## src/include/lecc_map.svh

```systemverilog
`ifndef LECC_MAP_SVH
`define LECC_MAP_SVH

// ------------------------------------------------------------
// Register addresses
// ------------------------------------------------------------
`define LECC_ADDR_W 12
`define LECC_ADDR_LANE6_HOLD 12'h48E
`define LECC_ADDR_LANE7_HOLD 12'h48F
`define LECC_ADDR_LANE0_STAT 12'h490
`define LECC_ADDR_LANE1_STAT 12'h491

// ------------------------------------------------------------
// Fields and reset values
// ------------------------------------------------------------
`define LECC_HOLD_RST 3'h7
`define LECC_CNT_TERM 8'hFF
`define LECC_CNT_NEAR 8'hFE
`define LECC_ACTIVE_BIT 3
`define LECC_BIT_UNEXP_CTRL 2
`define LECC_BIT_NOT_IN_TABLE 1
`define LECC_BIT_BAD_DISP 0
`define LECC_LANES 4
`define LECC_KINDS 3

`endif

```

## src/include/lecc_pkg.sv

```systemverilog
`include "lecc_map.svh"

package lecc_pkg;
    typedef logic [`LECC_LANES-1:0][`LECC_KINDS-1:0][7:0] lecc_cnt_bus_t;
    typedef logic [`LECC_LANES-1:0][`LECC_KINDS-1:0] lecc_flags_t;
    typedef logic [`LECC_ADDR_W-1:0] lecc_addr_t;

    typedef struct packed {
        lecc_cnt_bus_t cnt;
        lecc_flags_t tcr;
        logic [1:0][2:0] hold;
        logic [7:0] rdata;
    } lecc_state_t;
endpackage

```

## src/hdl/lecc_bank.sv

```systemverilog
// Functional notes
// - Hold enable set: counter stops at 0xFF until user clears it.
// - Hold enable clear: counter rolls over from 0xFF to zero.
// - Field bit 2 unexpected control, bit 1 not-in-table, bit 0 disparity.
// - Hold fields reset to 0x7; reserved upper bits read zero.
// - Status bit 3 shows lane active: 0 soft reset, 1 enabled.
// - Status bits 2:0 flag terminal count reached; reset to zero.
`timescale 1ns/100ps
`include "lecc_map.svh"

module lecc_bank (
    input wire logic clk,
    input wire logic rst_b,
    input wire logic ce,
    input wire lecc_pkg::lecc_addr_t reg_addr,
    input wire logic reg_wr,
    input wire logic reg_rd,
    input wire logic [7:0] reg_wdata,
    output logic [7:0] reg_rdata,
    input wire lecc_pkg::lecc_flags_t err_event,
    input wire lecc_pkg::lecc_flags_t cnt_clear,
    input wire logic [1:0] lane_active,
    output lecc_pkg::lecc_cnt_bus_t cnt_value,
    output lecc_pkg::lecc_flags_t terminal_reached
);
    import lecc_pkg::*;

    lecc_state_t state;
    lecc_state_t next_state;

    // ------------------------------------------------------------
    // Decoding helpers
    // ------------------------------------------------------------
    // Lanes 0 and 1 have no hold register here, so they keep the reset value
    function automatic logic [2:0] hold_of(input lecc_state_t s, input logic [1:0] ln);
        logic [2:0] h;
        h = `LECC_HOLD_RST;
        if (ln[1]) begin
            h = s.hold[ln[0]];
        end
        return h;
    endfunction

    function automatic logic [7:0] read_mux(input lecc_state_t s, input lecc_addr_t a, input logic [1:0] act);
        logic [7:0] d;
        d = 8'h00;
        case (a)
            `LECC_ADDR_LANE6_HOLD: d = {5'h00, s.hold[0]};
            `LECC_ADDR_LANE7_HOLD: d = {5'h00, s.hold[1]};
            `LECC_ADDR_LANE0_STAT: d = {4'h0, act[0], s.tcr[0]};
            `LECC_ADDR_LANE1_STAT: d = {4'h0, act[1], s.tcr[1]};
            default: d = 8'h00;
        endcase
        return d;
    endfunction

    // Only the four bank registers answer; any other address reads zero
    function automatic logic is_mapped(input lecc_addr_t a);
        return a >= `LECC_ADDR_LANE6_HOLD && a <= `LECC_ADDR_LANE1_STAT;
    endfunction

    // ------------------------------------------------------------
    // Next state
    // ------------------------------------------------------------
    always_comb begin
        logic [2:0] h;
        h = 3'h0;
        next_state = state;
        for (int ln = 0; ln < `LECC_LANES; ln++) begin
            h = hold_of(state, 2'(ln));
            for (int k = 0; k < `LECC_KINDS; k++) begin
                // Clear then count: an error in the clear cycle still counts as one
                if (cnt_clear[ln][k]) begin
                    next_state.cnt[ln][k] = 8'h00;
                    next_state.tcr[ln][k] = 1'b0;
                end
                if (err_event[ln][k]) begin
                    if (cnt_clear[ln][k]) begin
                        next_state.cnt[ln][k] = 8'h01;
                    end else if (state.cnt[ln][k] == `LECC_CNT_TERM) begin
                        if (h[k]) begin
                            next_state.cnt[ln][k] = `LECC_CNT_TERM;
                        end else begin
                            next_state.cnt[ln][k] = 8'h00;
                        end
                    end else begin
                        next_state.cnt[ln][k] = state.cnt[ln][k] + 8'h01;
                        if (state.cnt[ln][k] == `LECC_CNT_NEAR) begin
                            next_state.tcr[ln][k] = 1'b1;
                        end
                    end
                end
            end
        end
        // Software is trusted to write these only with the deserializer block in soft reset
        if (reg_wr && reg_addr == `LECC_ADDR_LANE6_HOLD) begin
            next_state.hold[0] = reg_wdata[2:0];
        end
        if (reg_wr && reg_addr == `LECC_ADDR_LANE7_HOLD) begin
            next_state.hold[1] = reg_wdata[2:0];
        end
        if (reg_rd) begin
            next_state.rdata = read_mux(state, reg_addr, lane_active);
        end
    end

    always_ff @(posedge clk or negedge rst_b) begin
        if (!rst_b) begin
            state.cnt <= '0;
            state.tcr <= '0;
            state.hold <= {2{`LECC_HOLD_RST}};
            state.rdata <= 8'h00;
        // Clock enable low freezes every field, read data included
        end else if (ce) begin
            state <= next_state;
        end
    end

    assign reg_rdata = state.rdata;
    assign cnt_value = state.cnt;
    assign terminal_reached = state.tcr;

    // ------------------------------------------------------------
    // Checks
    // ------------------------------------------------------------
    genvar gl, gk;
    generate
        for (gl = 0; gl < `LECC_LANES; gl++) begin : g_lane
            // A function result cannot be bit-selected, so give each lane a named copy
            logic [2:0] lane_hold;
            assign lane_hold = hold_of(state, 2'(gl));
            for (gk = 0; gk < `LECC_KINDS; gk++) begin : g_kind
                a_hold_at_term: assert property (@(posedge clk) disable iff (!rst_b)
                    ce && err_event[gl][gk] && !cnt_clear[gl][gk] && state.cnt[gl][gk] == 8'hFF
                    && lane_hold[gk] |=> state.cnt[gl][gk] == 8'hFF && state.tcr[gl][gk])
                    else $error("held counter left terminal value");
                a_wrap_past_term: assert property (@(posedge clk) disable iff (!rst_b)
                    ce && err_event[gl][gk] && !cnt_clear[gl][gk] && state.cnt[gl][gk] == 8'hFF
                    && !lane_hold[gk] |=> state.cnt[gl][gk] == 8'h00)
                    else $error("rolling counter did not wrap");
                a_count_by_one: assert property (@(posedge clk) disable iff (!rst_b)
                    ce && err_event[gl][gk] && !cnt_clear[gl][gk] && state.cnt[gl][gk] != 8'hFF
                    |=> state.cnt[gl][gk] == $past(state.cnt[gl][gk]) + 8'h01)
                    else $error("counter did not step by one");
                a_flag_on_term: assert property (@(posedge clk) disable iff (!rst_b)
                    ce && err_event[gl][gk] && !cnt_clear[gl][gk] && state.cnt[gl][gk] == 8'hFE
                    |=> state.tcr[gl][gk] ##0 state.cnt[gl][gk] == 8'hFF)
                    else $error("reached flag missing at terminal count");
                a_flag_sticky: assert property (@(posedge clk) disable iff (!rst_b)
                    state.tcr[gl][gk] && !(ce && cnt_clear[gl][gk]) |=> state.tcr[gl][gk])
                    else $error("reached flag dropped without clear");
                a_clear_drops: assert property (@(posedge clk) disable iff (!rst_b)
                    ce && cnt_clear[gl][gk] |=> !state.tcr[gl][gk]
                    && state.cnt[gl][gk] == {7'h00, $past(err_event[gl][gk])})
                    else $error("user clear did not reset counter and flag");
                a_idle_holds: assert property (@(posedge clk) disable iff (!rst_b)
                    !err_event[gl][gk] && !cnt_clear[gl][gk]
                    |=> $stable(state.cnt[gl][gk]) && $stable(state.tcr[gl][gk]))
                    else $error("counter moved without event or clear");
                a_flag_needs_term: assert property (@(posedge clk) disable iff (!rst_b)
                    $rose(state.tcr[gl][gk]) |-> state.cnt[gl][gk] == `LECC_CNT_TERM)
                    else $error("reached flag rose away from terminal count");
                a_term_has_flag: assert property (@(posedge clk) disable iff (!rst_b)
                    state.cnt[gl][gk] == `LECC_CNT_TERM |-> state.tcr[gl][gk])
                    else $error("counter at terminal value without reached flag");
            end
        end
    endgenerate

    // ------------------------------------------------------------
    // Register bus checks
    // ------------------------------------------------------------

    a_hold_write: assert property (@(posedge clk) disable iff (!rst_b)
        ce && reg_wr && reg_addr == `LECC_ADDR_LANE7_HOLD
        |=> state.hold[1] == $past(reg_wdata[2:0]))
        else $error("lane 7 hold field not written");
    a_hold_readback: assert property (@(posedge clk) disable iff (!rst_b)
        ce && reg_rd && reg_addr == `LECC_ADDR_LANE6_HOLD
        |=> reg_rdata == {5'h00, $past(state.hold[0])})
        else $error("lane 6 hold readback wrong");
    a_status_read: assert property (@(posedge clk) disable iff (!rst_b)
        ce && reg_rd && reg_addr == `LECC_ADDR_LANE1_STAT
        |=> reg_rdata == {4'h0, $past(lane_active[1]), $past(state.tcr[1])})
        else $error("lane 1 status readback wrong");
    a_lane6_write: assert property (@(posedge clk) disable iff (!rst_b)
        ce && reg_wr && reg_addr == `LECC_ADDR_LANE6_HOLD
        |=> state.hold[0] == $past(reg_wdata[2:0]))
        else $error("lane 6 hold field not written");
    a_lane7_readback: assert property (@(posedge clk) disable iff (!rst_b)
        ce && reg_rd && reg_addr == `LECC_ADDR_LANE7_HOLD
        |=> reg_rdata == {5'h00, $past(state.hold[1])})
        else $error("lane 7 hold readback wrong");
    a_lane0_status: assert property (@(posedge clk) disable iff (!rst_b)
        ce && reg_rd && reg_addr == `LECC_ADDR_LANE0_STAT
        |=> reg_rdata[`LECC_ACTIVE_BIT] == $past(lane_active[0]) && reg_rdata[2:0] == $past(state.tcr[0]))
        else $error("lane 0 status readback wrong");
    a_unmapped_zero: assert property (@(posedge clk) disable iff (!rst_b)
        ce && reg_rd && !is_mapped(reg_addr)
        |=> reg_rdata == 8'h00)
        else $error("unmapped read returned data");
    // A stray write must leave both hold fields alone
    a_unmapped_write: assert property (@(posedge clk) disable iff (!rst_b)
        ce && reg_wr && !is_mapped(reg_addr)
        |=> $stable(state.hold))
        else $error("unmapped write changed a hold field");
    a_status_write_ignored: assert property (@(posedge clk) disable iff (!rst_b)
        ce && reg_wr && (reg_addr == `LECC_ADDR_LANE0_STAT || reg_addr == `LECC_ADDR_LANE1_STAT)
        |=> $stable(state.hold))
        else $error("status write changed a hold field");
    a_read_stands: assert property (@(posedge clk) disable iff (!rst_b)
        !(ce && reg_rd) |=> $stable(reg_rdata))
        else $error("read data changed without a read");
    a_reserved_zero: assert property (@(posedge clk) disable iff (!rst_b)
        reg_rdata[7:4] == 4'h0)
        else $error("reserved read bits not zero");
    a_hold_write_only: assert property (@(posedge clk) disable iff (!rst_b)
        !(ce && reg_wr) |=> $stable(state.hold))
        else $error("hold field changed without a write");

    // ------------------------------------------------------------
    // Clock enable
    // ------------------------------------------------------------
    a_frozen_ce: assert property (@(posedge clk) disable iff (!rst_b)
        !ce |=> $stable(state))
        else $error("state moved with clock enable low");
endmodule

```

## config.mk

```make
export PLATFORM = sky130hd
export DESIGN_NAME = lecc_bank
export DESIGN_NICKNAME = d
export VERILOG_FILES = /design/src/include/lecc_pkg.sv /design/src/hdl/lecc_bank.sv
export VERILOG_INCLUDE_DIRS = /design/src /design/src/include
export SDC_FILE = /design/constraint.sdc
export NUM_CORES = 1
export LEC_CHECK = 0
export ABC_AREA = 1
export BUFFER_PORTS_ARGS = -buffer_cell sky130_fd_sc_hd__buf_2
export CORE_ASPECT_RATIO = 0.6
export CORE_MARGIN = 2
export CORE_UTILIZATION = 50
export CTS_BUF_LIST = sky130_fd_sc_hd__clkbuf_16
export CTS_CLUSTER_SIZE = 20
export DETAILED_ROUTE_END_ITERATION = 12
export GPL_ROUTABILITY_DRIVEN = 0
export HOLD_SLACK_MARGIN = 0.08
export PLACE_DENSITY_LB_ADDON = 0.12
export SLEW_MARGIN = 25
export SYNTH_ARGS = -nofsm -noshare
export SYNTH_HDL_FRONTEND = slang
export SYNTH_SLANG_ARGS = --single-unit
```

## constraint.sdc

```tcl
create_clock -name clk -period 2.5 [get_ports clk]
set_input_delay 0.125 -clock clk [delete_from_list [all_inputs] [get_ports clk]]
set_output_delay 0.125 -clock clk [all_outputs]
set_load 0.01 [all_outputs]
```

; ---- Yosys cells after proc, flatten, opt, wreduce, memory -nomap -nowiden
; Cells that the tools add are included.
[op_classes]
n_addsub = 12
n_eq_ne = 28
n_mux = 115
reduce_logical = 29
[op_table]
columns = op, n
row1 = two-way mux 8 bit, 54
row2 = equality test 8 bit (second input constant), 24
row3 = adder 8 x 1 -> 8 bit (second input constant), 12
row4 = two-way mux 1 bit, 60
row5 = equality test 12 x 11 -> 1 bit (second input constant), 4
row6 = AND reduction 2 bit, 15
row7 = nonzero test 2 bit, 12
row8 = case mux 4 bit (4 select lines), 1
row9 = logical AND 1 bit, 2
[totals]
regBits = 122
input_bits = 51
output_inout_bits = 116
word_cells = 203

; ---- Logic depth before layout (Yosys ltp)
[logic_depth]
depth_word = 5
depth_mapped = 10
mapped_depth_nobuf = 10

; ---- Worst setup path before layout
; No wires, ideal clock.
[synth_timing]
path_type = register -> register
startpoint = register state, in the netlist cnt_value[49]
endpoint = register state, in the netlist cnt_value[54]
arrival_ps = 1311
t_required_ps = 2380
slack_ps = 1068
stages_incl_launch_ff = 11
path_buffers = 0
path_cell_list = dfrtp_1 > ha_1 > inv_1 > nor2_2 > inv_2 > nor2_1 > nand2_1 > nand2_1 > nand2_1 > o21ai_1 > nand2_1
[synth_between]
elab_chain_cells = 4
[synth_rtl]
columns = element, line
row1 = start: declaration, lecc_bank.sv:28  ; lecc_state_t state;
row2 = start signal: assignment, lecc_bank.sv:115  ; state <= next_state;
row3 = adder 8 x 1 -> 8 bit / equality test 8 bit (equally long branches), n/a
row4 = two-way mux 8 bit (*), lecc_bank.sv:80  ; end else if (state.cnt[ln][k] == `LECC_CNT_TERM) begin
row5 = two-way mux 8 bit (*), lecc_bank.sv:78  ; if (cnt_clear[ln][k]) begin
row6 = two-way mux 8 bit (*), lecc_bank.sv:77  ; if (err_event[ln][k]) begin
; Every way passes the cells marked *; elsewhere a longest branch is shown, timed or not.
; A chain may end at the register's enable or synchronous reset.

; ---- Final worst setup path
[layout_timing]
startpoint = register state, in the netlist cnt_value[81]
endpoint = register state, in the netlist cnt_value[80]
[layout_between]
elab_chain_cells = 4
[layout_rtl]
columns = element, line
row1 = equality test 8 bit (no line), n/a
row2 = two-way mux 8 bit, lecc_bank.sv:80
row3 = two-way mux 8 bit, lecc_bank.sv:78
row4 = two-way mux 8 bit, lecc_bank.sv:77
; Every way passes these cells.

==> results.cfg <==
[critical_path]
reg2reg_to = cnt_value[80]$_DFFE_PN0P_
worstPathRequired_ps = 2790
worst_path_most_repeated_cell = nand2_2
slowest_stage = dlygate4sd3_1
crit_end = cnt_value[80]$_DFFE_PN0P_
r2r_slack_ps = 390
end_kind = flop
path_delay_family = buffers and inverters
worstPathArrival_ps = 2410
crit_cells = 9
path_max_fanout = 6
crit_path_start_kind = flop
ff2ff_path_depth = 9
worst-path-buf-inv = 3
crit_chain = ha_1 > nand3_2 > inv_2 > nand2_2 > clkinv_2 > nand2_2 > a21oi_1 > o22ai_1 > dlygate4sd3_1
slowest_delay_ps = 560
critPathLaunch = cnt_value[81]$_DFFE_PN0P_
reg2reg_from = cnt_value[81]$_DFFE_PN0P_
path_class = flop to flop

[pwr]
combPwrFrac_pct = 10.5
clockPowerShare_pct = 51.4
seqPwrFrac_pct = 38.1
p_int_mw = 4.05
p_switching_mw = 1.32
p_leak_nw = 5.06
vdd_drop_max_uv = 430
swShare_pct = 24.6
power_density_nw_per_um2 = 570

[timing]
drv_slew = 0
skew_ps = 10.1
setup_ws_ps = 390
setup-tns-final_ps = 0
setup_violations = 0
fmax_mhz = 474
min_period_ps = 2110
hold_viol = 0
rsz0062_at_grt = false
worstMarginPinSlew_ps = 771
hold_slack_ps = 91.9
max-slew-margin-rel_pct = 48.6
timing.final.crit_share_pct = 84.4

[clock_network]
htreeDepth = 4
numCtsBuffers = 17
clockBufferDepth = 2
clkTransAtPathRegs_ps = 60
cts_sinks = 118
clk_latency_ps = 420
cts_root_buf = clkbuf_16
cts_tree = built

[floorplanning]
die_area_um2 = 15900
start_util_pct = 51.3
rows = 34
die_w_um = 161
die_h_um = 98.5
core_area_um2 = 14500
io_pins = 167

[logic_synthesis]
synth_top_cells_by_area = dfrtp_1 (38%), nand2_1 (12%), inv_1 (6.9%)
yosys_most_used_dff = dfrtp_1
synth.avg_cell_area_um2 = 7.45
synthCells = 999
ys_warn_count = 0
synth_top_area_share_pct = 37.7
synth.largest_area_cell = dfrtp_1
seq_area_frac_synth_pct = 39.8
yosys_register_bits = 118
synth_edf_count = 0
synth.most_common_cell = nand2_1
syn-cell-area_um2 = 7440
async_flop_share_pct = 100
synthTopCellsByCount = nand2_1 (233), inv_1 (136), dfrtp_1 (112), nor2_1 (76), o21ai_0 (65)
synth_cell_types = 42

[layout]
multi_input_area_um2 = 3770
fill_cells = 1299
syn_to_final_growth_pct = 26.6
regArea_um2 = 2960
num_antenna_cells = 0
layout.nets = 1278
drive_above_1_share_pct = 25.2

[drt]
antenna_left = 0
routed_via_density = 5.14
remaining_drc_errors = 0
wl_um = 19200
first_iter_violations = 495
dr_total_vias = 7262
dr.pass1.iters = 6
wire_per_inst_um = 13.6

[worst_hold_path]
hold_path.class = primary input to flop
hold_start = err_event[1]

[place]
place_ws_ps = 823
dp_hpwl_um = 13900
io_buffer_count = 157

[global_routing]
grt_pass1_wl_um = 32100
grt_pass1_vias = 6387
grt_overflow = 0
grt_max_degree = 53
grt_antenna_before_repair = 0
grt.total_usage_pct = 25.0

[flow_run]
drv_cap = 0

[run_status]
status = completed
[stage by stage]
| step | power (mW) | cell area [µm²] | util (%) | cells |
|---|---|---|---|---|
| detailed placement | 2.59 | 8450 | 58.3 | 1351 |
| CTS | 5.42 | 9420 | 64.9 | 1414 |
| floorplan | 2.37 | 7450 | - | 1002 |
| finish | 5.37 | 9420 | 64.9 | 1414 |
| global placement | 2.59 | 8450 | 58.3 | 1351 |
| global route | 5.61 | 9420 | 64.9 | 1414 |
[cell usage in the layout (no fill, tap or decap), drive strengths merged]
cell / instances
a21oi: 31
a31oi: 9
a41oi: 1
buf: 159
bufinv: 6
clkbuf: 17
clkinv: 9
clkinvlp: 2
conb: 4
dfrtp: 112
dfstp: 6
dlygate4sd3: 31
ha: 24
inv: 171
nand2: 253
nand3: 65
nand3b: 6
nand4: 23
nor2: 110
nor3: 23
nor3b: 2
o211ai: 6
o21a: 1
o21ai: 96
o21bai: 1
o221ai: 1
o22a: 1
o22ai: 29
o31ai: 1
or2: 6
xor2: 10
[worst min-delay path by stage]
stage                                      endpoint  slack, ps  depth (start not counted)
after detailed placement  cnt_value[23]$_DFFE_PN0P_        120                          1
final                      cnt_value[9]$_DFFE_PN0P_         90                          4
after floorplan            cnt_value[0]$_DFFE_PN0P_       -170                          0
after global routing       cnt_value[8]$_DFFE_PN0P_        110                          3
after CTS                  cnt_value[8]$_DFFE_PN0P_         80                          3
after global placement    cnt_value[23]$_DFFE_PN0P_        110                          1
[cell type report]
cell class | count | area share, %
Multi-Input combinational cell | 703 | 40.0
Sequential cell | 118 | 31.4
Timing Repair Buffer | 190 | 12.0
Inverter | 173 | 6.97
Clock buffer | 17 | 4.52
Tap cell | 198 | 2.63
Clock inverter | 15 | 2.48
[power groups by stage]
stage	Sequential (mW)	Combinational, mW	Clock (mW)
2_1_floorplan	2.09	0.287	0
3_3_place_gp	2.07	0.513	0
3_5_place_dp	2.07	0.518	0
4_1_cts	2.04	0.566	2.81
5_1_grt	2.05	0.639	2.91
6_report	2.05	0.565	2.76
[logic make-up after synthesis]
kind of cell	Yosys count	share of synthesized area [%]
AO/OA/AOI/OAI	177	13.2
XOR/XNOR	10	1.18
adder cells (fa/ha/maj)	24	4.04
buffers and inverters	181	9.69
other	1	0.0504
flip-flops	118	39.8
AND/OR/NAND/NOR	488	32.1
[registers in the layout (all words and copies together) (netlist names)]
register,count
terminal_reached,12
cnt_value,96
g_lane.lane_hold,6
reg_rdata,4
[timing repair]
item | CTS | global route
endpoints found under the hold margin | 84 | 0
hold buffers | 31 | 0
resized for setup | 0 | 0
setup buffers | 0 | 0
[worst min-delay path, cell delays in order]
cell,delay [ps]
buf_2,90
nand2_2,100
nand3_1,100
nand2_1,50
[per-layer routing]
layer	share of wire (%)	up-vias	track usage, %
met5	0	-	0
met4	0.92	0	6.59
met3	6.7	18	4.29
met2	41	249	34.9
met1	51	3328	39.8
li1	-	3667	-
Power figures use the tool's default switching activity.
